**src/verilog/mts_params.svh**
```systemverilog
// Functional notes
// - wait programmable 10 ms-step delay before starting
// - sweep starts sweep; segment starts segment if segmented
// - point starts next point; partial starts partial measurement
// - sources: free run, external, manual, multiple
// - first external from connector or user I/O
// - manual source fires only on manual command
// - qualifier: rising, falling, high level, low level
// - multiple mode: slope per external per granularity
// - multiple mode: source per granularity, six choices
// - second external on its own user I/O line
// - multiple mode: delay per granularity, default zero
// - output enable per channel, off after reset
// - output pulses: width, polarity, before or after
// - pulse width 1 us to 1 s, default 1 us
// - interval per point or per sweep, default sweep
// - polarity positive or negative, default negative
// - placement before or after, default after
`ifndef MTS_PARAMS_SVH
`define MTS_PARAMS_SVH
`define MTS_CLK_PERIOD_NS 100
`define MTS_DELAY_STEP_NS 10000000
`define MTS_DELAY_MAX_S 13680
`define MTS_DELAY_W 21
`define MTS_DELAY_RST 21'h000000
`define MTS_WIDTH_UNIT_NS 1000
`define MTS_WIDTH_MAX_US 1000000
`define MTS_WIDTH_W 20
`define MTS_WIDTH_RST 20'h00001
`endif

```
**src/verilog/mts_pkg.sv**
```systemverilog
`include "mts_params.svh"
package mts_pkg;
  typedef enum logic [1:0] {MTS_SRC_FREE, MTS_SRC_EXT, MTS_SRC_MAN, MTS_SRC_MULTI} mts_src_t;
  typedef enum logic [1:0] {MTS_GR_SWEEP, MTS_GR_SEGMENT, MTS_GR_POINT, MTS_GR_PARTIAL} mts_gran_t;
  typedef enum logic [2:0] {
    MTS_MS_FREE, MTS_MS_FIRST_EXTERNAL_TRIGGER, MTS_MS_SECOND_EXTERNAL_TRIGGER, MTS_MS_AND, MTS_MS_OR, MTS_MS_MAN
  } mts_msrc_t;
  typedef enum logic [1:0] {MTS_SL_RISE, MTS_SL_FALL, MTS_SL_HIGH, MTS_SL_LOW} mts_slope_t;
  typedef struct packed {
    mts_msrc_t src;
    mts_slope_t slope1;
    mts_slope_t slope2;
    logic [`MTS_DELAY_W-1:0] delay;
  } mts_multi_cfg_t;
  typedef struct packed {
    mts_src_t src;
    mts_gran_t gran;
    mts_slope_t slope;
    logic first_external_trigger_from_user_io;
    logic [`MTS_DELAY_W-1:0] delay;
    mts_multi_cfg_t [3:0] multi;
  } mts_trig_cfg_t;
  typedef struct packed {
    logic enable;
    logic [`MTS_WIDTH_W-1:0] width;
    logic interval_point;
    logic pos_before;
    logic pol_positive;
  } mts_out_cfg_t;
endpackage

```
**src/verilog/mts_trigger_sequencer.sv**
```systemverilog
`timescale 1ns/1ps
`include "mts_params.svh"
module mts_trigger_sequencer #(
  parameter int DELAY_STEP_CYC = `MTS_DELAY_STEP_NS / `MTS_CLK_PERIOD_NS
) (
  input wire logic ref_clk,
  input wire logic nrst,
  input wire logic clk_en,
  input wire logic trig_cfg_wr,
  input wire mts_pkg::mts_trig_cfg_t trig_cfg,
  input wire logic out_cfg_wr,
  input wire mts_pkg::mts_out_cfg_t out_cfg,
  input wire logic trigger_input_connector,
  input wire logic user_io_first_ext,
  input wire logic user_io_second_ext,
  input wire logic manual_trigger,
  input wire logic segmented_sweep,
  input wire logic seq_done,
  input wire logic sweep_begin,
  input wire logic sweep_end,
  input wire logic point_begin,
  input wire logic point_end,
  output logic start_sweep_q,
  output logic start_segment_q,
  output logic start_point_q,
  output logic start_partial_q,
  output logic seq_busy_q,
  output logic trigger_output_connector_q
);
  localparam int WIDTH_UNIT_CYC = `MTS_WIDTH_UNIT_NS / `MTS_CLK_PERIOD_NS;
  localparam int DELAY_MAX_STEPS =
    `MTS_DELAY_MAX_S * (1000000000 / `MTS_DELAY_STEP_NS);
  localparam mts_pkg::mts_multi_cfg_t MULTI_RST = '{
    src: mts_pkg::MTS_MS_FREE, slope1: mts_pkg::MTS_SL_RISE,
    slope2: mts_pkg::MTS_SL_RISE, delay: `MTS_DELAY_RST};
  localparam mts_pkg::mts_trig_cfg_t TRIG_RST = '{
    src: mts_pkg::MTS_SRC_FREE, gran: mts_pkg::MTS_GR_SWEEP,
    slope: mts_pkg::MTS_SL_RISE, first_external_trigger_from_user_io: 1'b0,
    delay: `MTS_DELAY_RST, multi: {4{MULTI_RST}}};
  localparam mts_pkg::mts_out_cfg_t OUT_RST = '{
    enable: 1'b0, width: `MTS_WIDTH_RST, interval_point: 1'b0,
    pos_before: 1'b0, pol_positive: 1'b0};

  if (WIDTH_UNIT_CYC < 1 || DELAY_STEP_CYC < 1 ||
      DELAY_MAX_STEPS >= (1 << `MTS_DELAY_W)) begin : g_chk
    $error("mts_trigger_sequencer: timing constants do not fit the counters");
  end

  typedef enum logic [1:0] {ST_ARMED, ST_DELAY, ST_RUN} mts_state_t;
  mts_state_t state_q;
  mts_pkg::mts_trig_cfg_t cfg_q;
  mts_pkg::mts_out_cfg_t out_cfg_q;
  mts_pkg::mts_multi_cfg_t mcfg;
  logic first_external_trigger_p_q, second_external_trigger_p_q, first_external_trigger_cur, q1, q2, trig_evt;
  logic [`MTS_DELAY_W-1:0] delay_sel;
  logic dly_load, dly_done, out_fire, pulse_active_q, width_done, width_busy;

  // configuration latches, reset to the documented defaults
  always_ff @(posedge ref_clk or negedge nrst) begin
    if (!nrst) begin
      cfg_q <= TRIG_RST;
      out_cfg_q <= OUT_RST;
    end else if (clk_en) begin
      if (trig_cfg_wr) begin
        cfg_q <= trig_cfg;
      end
      if (out_cfg_wr) begin
        out_cfg_q <= out_cfg;
        if (out_cfg.width == '0) begin
          out_cfg_q.width <= `MTS_WIDTH_RST;
        end
      end
    end
  end

  // slope or level qualifier of one external line
  function automatic logic qualify(mts_pkg::mts_slope_t sl, logic cur, logic prev);
    unique case (sl)
      mts_pkg::MTS_SL_RISE: qualify = cur & ~prev;
      mts_pkg::MTS_SL_FALL: qualify = ~cur & prev;
      mts_pkg::MTS_SL_HIGH: qualify = cur;
      mts_pkg::MTS_SL_LOW: qualify = ~cur;
    endcase
  endfunction

  // previous samples of the external lines for edge detection
  always_ff @(posedge ref_clk or negedge nrst) begin
    if (!nrst) begin
      first_external_trigger_p_q <= 1'b0;
      second_external_trigger_p_q <= 1'b0;
    end else if (clk_en) begin
      first_external_trigger_p_q <= first_external_trigger_cur;
      second_external_trigger_p_q <= user_io_second_ext;
    end
  end

  // source selection and qualification of the trigger event
  always_comb begin
    first_external_trigger_cur = cfg_q.first_external_trigger_from_user_io ? user_io_first_ext
                                       : trigger_input_connector;
    mcfg = cfg_q.multi[cfg_q.gran];
    q1 = 1'b0;
    q2 = 1'b0;
    trig_evt = 1'b0;
    delay_sel = cfg_q.delay;
    unique case (cfg_q.src)
      mts_pkg::MTS_SRC_FREE: trig_evt = 1'b1;
      mts_pkg::MTS_SRC_EXT: trig_evt = qualify(cfg_q.slope, first_external_trigger_cur, first_external_trigger_p_q);
      mts_pkg::MTS_SRC_MAN: trig_evt = manual_trigger;
      mts_pkg::MTS_SRC_MULTI: begin
        delay_sel = mcfg.delay;
        q1 = qualify(mcfg.slope1, first_external_trigger_cur, first_external_trigger_p_q);
        q2 = qualify(mcfg.slope2, user_io_second_ext, second_external_trigger_p_q);
        case (mcfg.src)
          mts_pkg::MTS_MS_FREE: trig_evt = 1'b1;
          mts_pkg::MTS_MS_FIRST_EXTERNAL_TRIGGER: trig_evt = q1;
          mts_pkg::MTS_MS_SECOND_EXTERNAL_TRIGGER: trig_evt = q2;
          mts_pkg::MTS_MS_AND: trig_evt = q1 & q2;
          mts_pkg::MTS_MS_OR: trig_evt = q1 | q2;
          mts_pkg::MTS_MS_MAN: trig_evt = manual_trigger;
          default: trig_evt = 1'b0;
        endcase
      end
    endcase
  end

  assign dly_load = clk_en && (state_q == ST_ARMED) && trig_evt;

  mts_step_timer #(.STEP_CYC(DELAY_STEP_CYC), .W(`MTS_DELAY_W)) u_delay (
    .ref_clk(ref_clk),
    .nrst(nrst),
    .clk_en(clk_en),
    .load(dly_load),
    .steps(delay_sel),
    .done_q(dly_done),
    .busy_q()
  );

  // sequence state: armed, delaying, running; triggers only taken when armed
  always_ff @(posedge ref_clk or negedge nrst) begin
    if (!nrst) begin
      state_q <= ST_ARMED;
      seq_busy_q <= 1'b0;
    end else if (clk_en) begin
      unique case (state_q)
        ST_ARMED: if (dly_load) begin
          state_q <= ST_DELAY;
          seq_busy_q <= 1'b1;
        end
        ST_DELAY: if (dly_done) begin
          state_q <= ST_RUN;
        end
        ST_RUN: if (seq_done) begin
          state_q <= ST_ARMED;
          seq_busy_q <= 1'b0;
        end
      endcase
    end
  end

  // one-cycle start strobes by granularity once the delay has run out
  always_ff @(posedge ref_clk or negedge nrst) begin
    if (!nrst) begin
      start_sweep_q <= 1'b0;
      start_segment_q <= 1'b0;
      start_point_q <= 1'b0;
      start_partial_q <= 1'b0;
    end else if (clk_en) begin
      start_sweep_q <= 1'b0;
      start_segment_q <= 1'b0;
      start_point_q <= 1'b0;
      start_partial_q <= 1'b0;
      if (state_q == ST_DELAY && dly_done) begin
        unique case (cfg_q.gran)
          mts_pkg::MTS_GR_SWEEP: start_sweep_q <= 1'b1;
          mts_pkg::MTS_GR_SEGMENT: begin
            start_segment_q <= segmented_sweep;
            start_sweep_q <= ~segmented_sweep;
          end
          mts_pkg::MTS_GR_POINT: start_point_q <= 1'b1;
          mts_pkg::MTS_GR_PARTIAL: start_partial_q <= 1'b1;
        endcase
      end
    end
  end

  // output pulse event: per point or per sweep, before or after acquisition
  assign out_fire = clk_en && out_cfg_q.enable && !pulse_active_q &&
    (out_cfg_q.interval_point ? (out_cfg_q.pos_before ? point_begin : point_end)
                              : (out_cfg_q.pos_before ? sweep_begin : sweep_end));

  mts_step_timer #(.STEP_CYC(WIDTH_UNIT_CYC), .W(`MTS_WIDTH_W)) u_width (
    .ref_clk(ref_clk),
    .nrst(nrst),
    .clk_en(clk_en),
    .load(out_fire),
    .steps(out_cfg_q.width),
    .done_q(width_done),
    .busy_q(width_busy)
  );

  // pulse window and polarity; a disabled output rests at its idle level
  always_ff @(posedge ref_clk or negedge nrst) begin
    if (!nrst) begin
      pulse_active_q <= 1'b0;
      trigger_output_connector_q <= 1'b1;
    end else if (clk_en) begin
      if (!out_cfg_q.enable) begin
        pulse_active_q <= 1'b0;
      end else if (out_fire) begin
        pulse_active_q <= 1'b1;
      end else if (width_done) begin
        pulse_active_q <= 1'b0;
      end
      // gated by the width timer so the line is active exactly width units
      trigger_output_connector_q <= (pulse_active_q & width_busy & out_cfg_q.enable) ^
                                    ~out_cfg_q.pol_positive;
    end
  end
endmodule

```
**src/verilog/mts_step_timer.sv**
```systemverilog
`timescale 1ns/1ps
module mts_step_timer #(
  parameter int STEP_CYC = 10,
  parameter int W = 20
) (
  input wire logic ref_clk,
  input wire logic nrst,
  input wire logic clk_en,
  input wire logic load,
  input wire logic [W-1:0] steps,
  output logic done_q,
  output logic busy_q
);
  localparam int PW = $clog2(STEP_CYC + 1);
  localparam logic [PW-1:0] PRE_LAST = PW'(STEP_CYC - 1);
  logic [PW-1:0] pre_q;
  logic [W-1:0] cnt_q;

  if (STEP_CYC < 1 || W < 1) begin : g_chk
    $error("mts_step_timer: step and width must be at least one");
  end

  // counts steps of STEP_CYC cycles, one-cycle done when all elapsed
  always_ff @(posedge ref_clk or negedge nrst) begin
    if (!nrst) begin
      pre_q <= '0;
      cnt_q <= '0;
      busy_q <= 1'b0;
      done_q <= 1'b0;
    end else if (clk_en) begin
      done_q <= 1'b0;
      if (load) begin
        pre_q <= '0;
        cnt_q <= steps;
        busy_q <= (steps != '0);
        done_q <= (steps == '0);
      end else if (busy_q) begin
        if (pre_q == PRE_LAST) begin
          pre_q <= '0;
          cnt_q <= cnt_q - W'(1);
          if (cnt_q == W'(1)) begin
            busy_q <= 1'b0;
            done_q <= 1'b1;
          end
        end else begin
          pre_q <= pre_q + PW'(1);
        end
      end
    end
  end
endmodule

```
**config.mk**
```make
export PLATFORM = sky130hd
export DESIGN_NAME = mts_trigger_sequencer
export DESIGN_NICKNAME = d
export VERILOG_FILES = /design/src/verilog/mts_pkg.sv /design/src/verilog/mts_trigger_sequencer.sv /design/src/verilog/mts_step_timer.sv
export VERILOG_INCLUDE_DIRS = /design/src /design/src/verilog
export SDC_FILE = /design/constraint.sdc
export NUM_CORES = 1
export LEC_CHECK = 0
export ABC_AREA = 0
export BUFFER_PORTS_ARGS = -buffer_cell sky130_fd_sc_hd__buf_2
export CORE_ASPECT_RATIO = 1.1
export CORE_MARGIN = 2
export CORE_UTILIZATION = 51
export CTS_CLUSTER_SIZE = 8
export DETAILED_ROUTE_END_ITERATION = 10
export PLACE_DENSITY_LB_ADDON = 0.1
export SYNTH_ARGS = -nofsm -noshare
export SYNTH_HDL_FRONTEND = slang
export SYNTH_SLANG_ARGS = --single-unit
```
**constraint.sdc**
```tcl
create_clock -name ref_clk -period 2.7 [get_ports ref_clk]
set_input_delay 0.27 -clock ref_clk [delete_from_list [all_inputs] [get_ports ref_clk]]
set_output_delay 0.27 -clock ref_clk [all_outputs]
set_load 0.03 [all_outputs]
```
# Word level (Yosys, flattened, before mapping)
# Cells that the tools add are included.
# W data, S select, Z words.
# totals
regBits	241
out_inout_bits	6
# op_classes
reduce_logical	33
n_mux	61
magnitude_cmp	1
eq_ne	30
bitwise	15
add_sub_neg	4
# op_table
cell	count
$mux W21	4
$mux W20	4
$bmux W28 S2	1
$mux W17	3
$logic_not A20 Y1	2
$mux W1	34
$mux W28	1
$eq A2 B2 Y1 const B	11
$eq A21 B1 Y1 const B	1
$logic_not A21 Y1	1
$reduce_bool A21 Y1	1
$sub A21 B1 Y21 const B	1
$eq A20 B1 Y1 const B	1
$reduce_bool A20 Y1	1
$sub A20 B1 Y20 const B	1
$add A17 B1 Y17 const B	1
$eq A17 B17 Y1 const B	1
$pmux W1 S4	4
$eq A2 B1 Y1 const B	6
$logic_not A2 Y1	6
$mux W4	3
$reduce_and A2 Y1	5
$reduce_bool A2 Y1	5
$reduce_and A4 Y1	2
21 further kinds	44

# Logic depth before layout (Yosys ltp)
# depth
depth_word	11
depth_mapped	11

# By module
# A second synthesis with hierarchy kept.
# unflattened
cells_unflattened	978
hier_area_um2	12086.6
# modules_own_cells
mod	n_inst	cells_each	area_each_um2
mts_trigger_sequencer	1	498	7777.5
mts_step_timer at u_delay	1	267	2464.9
mts_step_timer at u_width	1	213	1844.3

# Least setup slack after synthesis
# Ideal clock, no wire load.
# synth_timing
path_kind	reg-to-reg
startpoint	reg cfg_q[136] (netlist bit)
endpoint	reg state_q[1]
synth_period_minus_slack_ns	2.618
path_buffers	1
arrival_ns	2.490
path_slack_ns	0.082
required_time_ns	2.572
stages_incl_launch_ff	9
cell_sequence	dfrtp_1 buf_6 mux4_2 or3_1 o22ai_2 nor4_1 or2_4 a221oi_4 mux2_1
# synth_between
elab_chain_len	11
elab_cells_between_ends	27
# synth_rtl
element	line	text
start: declaration	mts_trigger_sequencer.sv:51	mts_pkg::mts_trig_cfg_t cfg_q;
start signal: assignment	mts_trigger_sequencer.sv:65	cfg_q <= trig_cfg;
$bmux W28 S2 (*)	mts_trigger_sequencer.sv:101	mcfg = cfg_q.multi[cfg_q.gran];
$mux W28 (implied by the code) (*)	mts_trigger_sequencer.sv:101	
$eq A2 B2 Y1, or another cell as far along	mts_trigger_sequencer.sv:78	unique case (sl)
$pmux W1 S4	mts_trigger_sequencer.sv:78	
$mux W1	mts_trigger_sequencer.sv:106	unique case (cfg_q.src)
$or A1 B1 Y1 / $and A1 B1 Y1 (equally long branches)	mts_trigger_sequencer.sv:119, mts_trigger_sequencer.sv:118	
$pmux W1 S6 (*)	mts_trigger_sequencer.sv:114	case (mcfg.src)
$pmux W1 S4 (*)	mts_trigger_sequencer.sv:106	
$logic_and A1 B1 Y1 (*)	mts_trigger_sequencer.sv:127	assign dly_load = clk_en && (state_q == ST_ARMED) && trig_evt;
$ne A2 B2 Y1 (no source line) (*)	--	
$reduce_and A4 Y1 (no source line) (*)	--	
end signal: assignment	mts_trigger_sequencer.sv:142	state_q <= ST_ARMED;
end signal: assignment	mts_trigger_sequencer.sv:147	state_q <= ST_DELAY;
end signal: assignment	mts_trigger_sequencer.sv:151	state_q <= ST_RUN;
end: declaration	mts_trigger_sequencer.sv:50	mts_state_t state_q;
# Every way passes the cells marked *; elsewhere a longest branch is shown, timed or not. The select of a mux whose other input is x is not followed.
# A chain may end at the register's enable or synchronous reset.

# Worst setup path after layout
# Ends and elaborated chain as after synthesis.

==> results.yml <==
placement:
  hpwl_um: 18600
  portBuffers: 184
  gp_congestion: 0.801
  dp.cells: 1410
setup_path:
  path_max_fanout: 4
  critical-path-top-delay-family: "multiplexers"
  critPathKind: "reg -> reg"
  worstSetupEndpointType: "flip-flop"
  critPathSlowestCell: "mux4_2"
  cp_num_buf_inv: 1
  startpoint_type: "flip-flop"
  path_cells: "buf_6 > mux4_2 > o21bai_2 > mux2i_1 > a2111oi_4 > or2_4 > a221oi_4 > mux2_1"
  crit_start: "cfg_q[136]"
  cp_slowest_stage_delay_ps: 530
  arrival_ps: 3070
  cp_data_required_time_ps: 3080
  r2r-start: "cfg_q[136]"
floorplan:
  die_area_um2: 23900
  dieHeight_um: 162
  coreArea_um2: 22200
  rows: 57
  start_util: 0.522
  ios: 185
  dieWidth_um: 148
sta:
  finalCritPeriodShare: 0.998
  max_freq_ghz: 0.371
  period_needed_ps: 2690
  fin_skew_ps: 19.3
  slew_violations: 0
  setup_viol: 0
  worst_pin_slew_ps: 744
  hold_viol: 0
  relSlewSlack: 0.504
  rsz0062_at_grt: "yes"
  setup_tns_ps: 0
clock_network:
  cts_tree: "built"
  cts_buffer_depth: 3
  clk_latency_ps: 510
  clock-sinks: 241
  htreeDepth: 2
  cts_made_buffers: 36
  clockRootBuffer: "clkbuf_16"
  clkTransAtPathRegs_ps: 50
grt:
  antenna_found_initial: 2
  grt_pass1_vias: 8934
  track_usage: 0.236
  grt_pass1_wl_um: 45300
  grt_max_degree: 96
  overflow: 0
logic_synthesis:
  synth-main-ff-cell: "dfrtp_1"
  synthDistinctLibCells: 57
  synth_area_leaders: "dfrtp_1 (52%), mux2_2 (16%), mux4_2 (4.1%)"
  ys_ff_latch: 241
  synthesis.nets: 1119
  avgSynthCellArea_um2: 12.5
  synthArstFlopShare: 1.00
  syn_inst: 929
  synth_edf_count: 0
  yosys.area.top_type: "dfrtp_1"
  yosysWarnings: 0
  seq_area_frac_synth: 0.521
  synth_top_area_share: 0.517
  synthesis.area_um2: 11600
drt:
  vias_per_cell: 5.47
  wl_per_cell_um: 17.9
  routed_wirelength_um: 28000
  drc_errors: 0
  detail-route-antenna-nets: 0
  drt_iter0_drc: 330
  via_count: 8531
  drt_pass1_iterations: 5
finish:
  syn2layout_area_growth_pct: 31.7
  layout-drive-gt1-share: 0.397
  fillers: 1638
  fin_cells: 1561
  final_nets: 1447
hold_path:
  min_from: "trig_cfg[109]"
  hp-class: "in -> reg"
run:
  max-cap-violations: 0
pwr:
  switchingPower_uw: 3390
  total_power_uw: 11700
  p_leak_uw: 0.00671
  intPower_uw: 8340
  power.density_nw_per_um2: 770
  swShare: 0.289
  sequentialPowerShare: 0.427
  p_clk_frac: 0.333
  vdd_drop_max_mv: 0.471
  combPwrFrac: 0.240
run_status:
  status: "finished, final reports clean"
-- stage by stage --
stage	hold slack [ps]	worst slack, ps	util	area (um2)
floorplan	-25.6	82.2	-	11600
global placement	352	22.8	0.591	13100
detailed placement	353	-12.2	0.591	13100
CTS	0.281	3.85	0.677	15000
global route	-5.46	-82.1	0.687	15200
finish	9.28	6.41	0.687	15200
-- logic make-up (layout without fill, tap and decap cells) --
kind of cell	after synthesis	after routing	synth area share
multiplexers	226	226	0.247
buffers and inverters	61	397	0.0257
XOR/XNOR	43	43	0.0325
other	0	1	0
flip-flops	241	241	0.521
AO/OA/AOI/OAI	107	107	0.0578
adder cells (fa/ha/maj)	11	11	0.0119
AND/OR/NAND/NOR	240	240	0.104
-- flip-flops by register name, summed over array words and instances, names as in the netlist, 2 cells and up --
signal         cells
u_delay.pre_q     17
u_width.cnt_q     20
u_width.pre_q      4
out_cfg_q         24
state_q            2
cfg_q            140
u_delay.cnt_q     21
-- cells in the mapped netlist, drive strengths merged (6+ instances only) --
master,number
ha,11
mux2,166
xnor2,29
clkbuf,29
nor4,23
dfrtp,239
and2,9
xor2,14
a21oi,25
nand2,71
nor2,54
buf,17
o21ai,50
mux2i,31
mux4,29
inv,15
nor3,26
nand4,8
or4,8
or3,6
nand3,8
-- routing by layer --
metal	GRT usage	wire length, um
met1	0.309	12000
met2	0.406	14200
met3	0.0447	1190
met4	0.0651	588
met5	0	7
-- path summary, 6_finish.rpt --
| kind | depth (start not counted) | endpoint | slack (ps) |
|---|---|---|---|
| min in group asynchronous | 2 | out_cfg_q[7] | 360 |
| setup reg to reg | 8 | state_q[1] | 6 |
| hold reg to reg | 1 | start_sweep_q | 480 |
| setup / recovery | 8 | state_q[1] | 6 |
| hold / removal | 2 | cfg_q[109] | 9 |
| max in group asynchronous | 3 | cfg_q[127] | 1430 |
-- layout by cell type, fill, tap and decap left out, types with 5 or more instances in the layout --
cell type | Yosys | layout
dfrtp_1 | 239 | 238
buf_2 | 5 | 183
mux2_2 | 165 | 165
dlygate4sd3_1 | 0 | 93
nand2_1 | 71 | 70
nor2_1 | 53 | 49
buf_4 | 0 | 45
o21ai_0 | 39 | 39
clkbuf_16 | 0 | 36
xnor2_1 | 29 | 29
nor3_1 | 26 | 26
mux4_2 | 21 | 22
nor4_1 | 22 | 22
a21oi_1 | 25 | 22
mux2i_1 | 31 | 22
inv_1 | 15 | 15
xor2_1 | 14 | 14
ha_1 | 11 | 11
o21ai_1 | 11 | 10
buf_12 | 2 | 10
and2_1 | 9 | 9
nand3_1 | 8 | 8
nand4_1 | 8 | 8
mux2i_2 | 0 | 8
or4_1 | 8 | 7
mux4_1 | 8 | 7
clkbuf_1 | 29 | 7
and3_1 | 5 | 5
nand2b_1 | 5 | 5
or3_1 | 6 | 5
a31oi_1 | 5 | 5
a211oi_1 | 5 | 5
and4_1 | 5 | 5
-- area by class of cell --
| cell class | instances | area (um2) | share of cell area |
|---|---|---|---|
| Sequential cell | 241 | 6030 | 0.396 |
| Multi-Input combinational cell | 627 | 5360 | 0.352 |
| Timing Repair Buffer | 336 | 2460 | 0.161 |
| Clock buffer | 43 | 927 | 0.0608 |
| Tap cell | 295 | 369 | 0.0242 |
| Inverter | 15 | 56.3 | 0.00369 |
| Clock inverter | 3 | 33.8 | 0.00222 |
| Antenna cell | 1 | 2.50 | 0.000164 |
-- power groups by stage --
stage	clock network, uW	logic [uW]	registers, uW
2_1_floorplan	0	1810	4880
3_3_place_gp	0	2500	5020
3_5_place_dp	0	2560	5040
4_1_cts	4000	2730	4990
5_1_grt	4190	3090	5110
6_report	3910	2820	5010
-- what timing repair did --
action,CTS,global route
gates resized for setup,7,24
setup buffers,2,8
gates cloned,1,0
hold endpoints to repair,173,7
hold buffers,86,7
pin swaps,1,7
endpoints found under the setup margin,2,36
No activity file was read; power rests on OpenSTA's default activity.
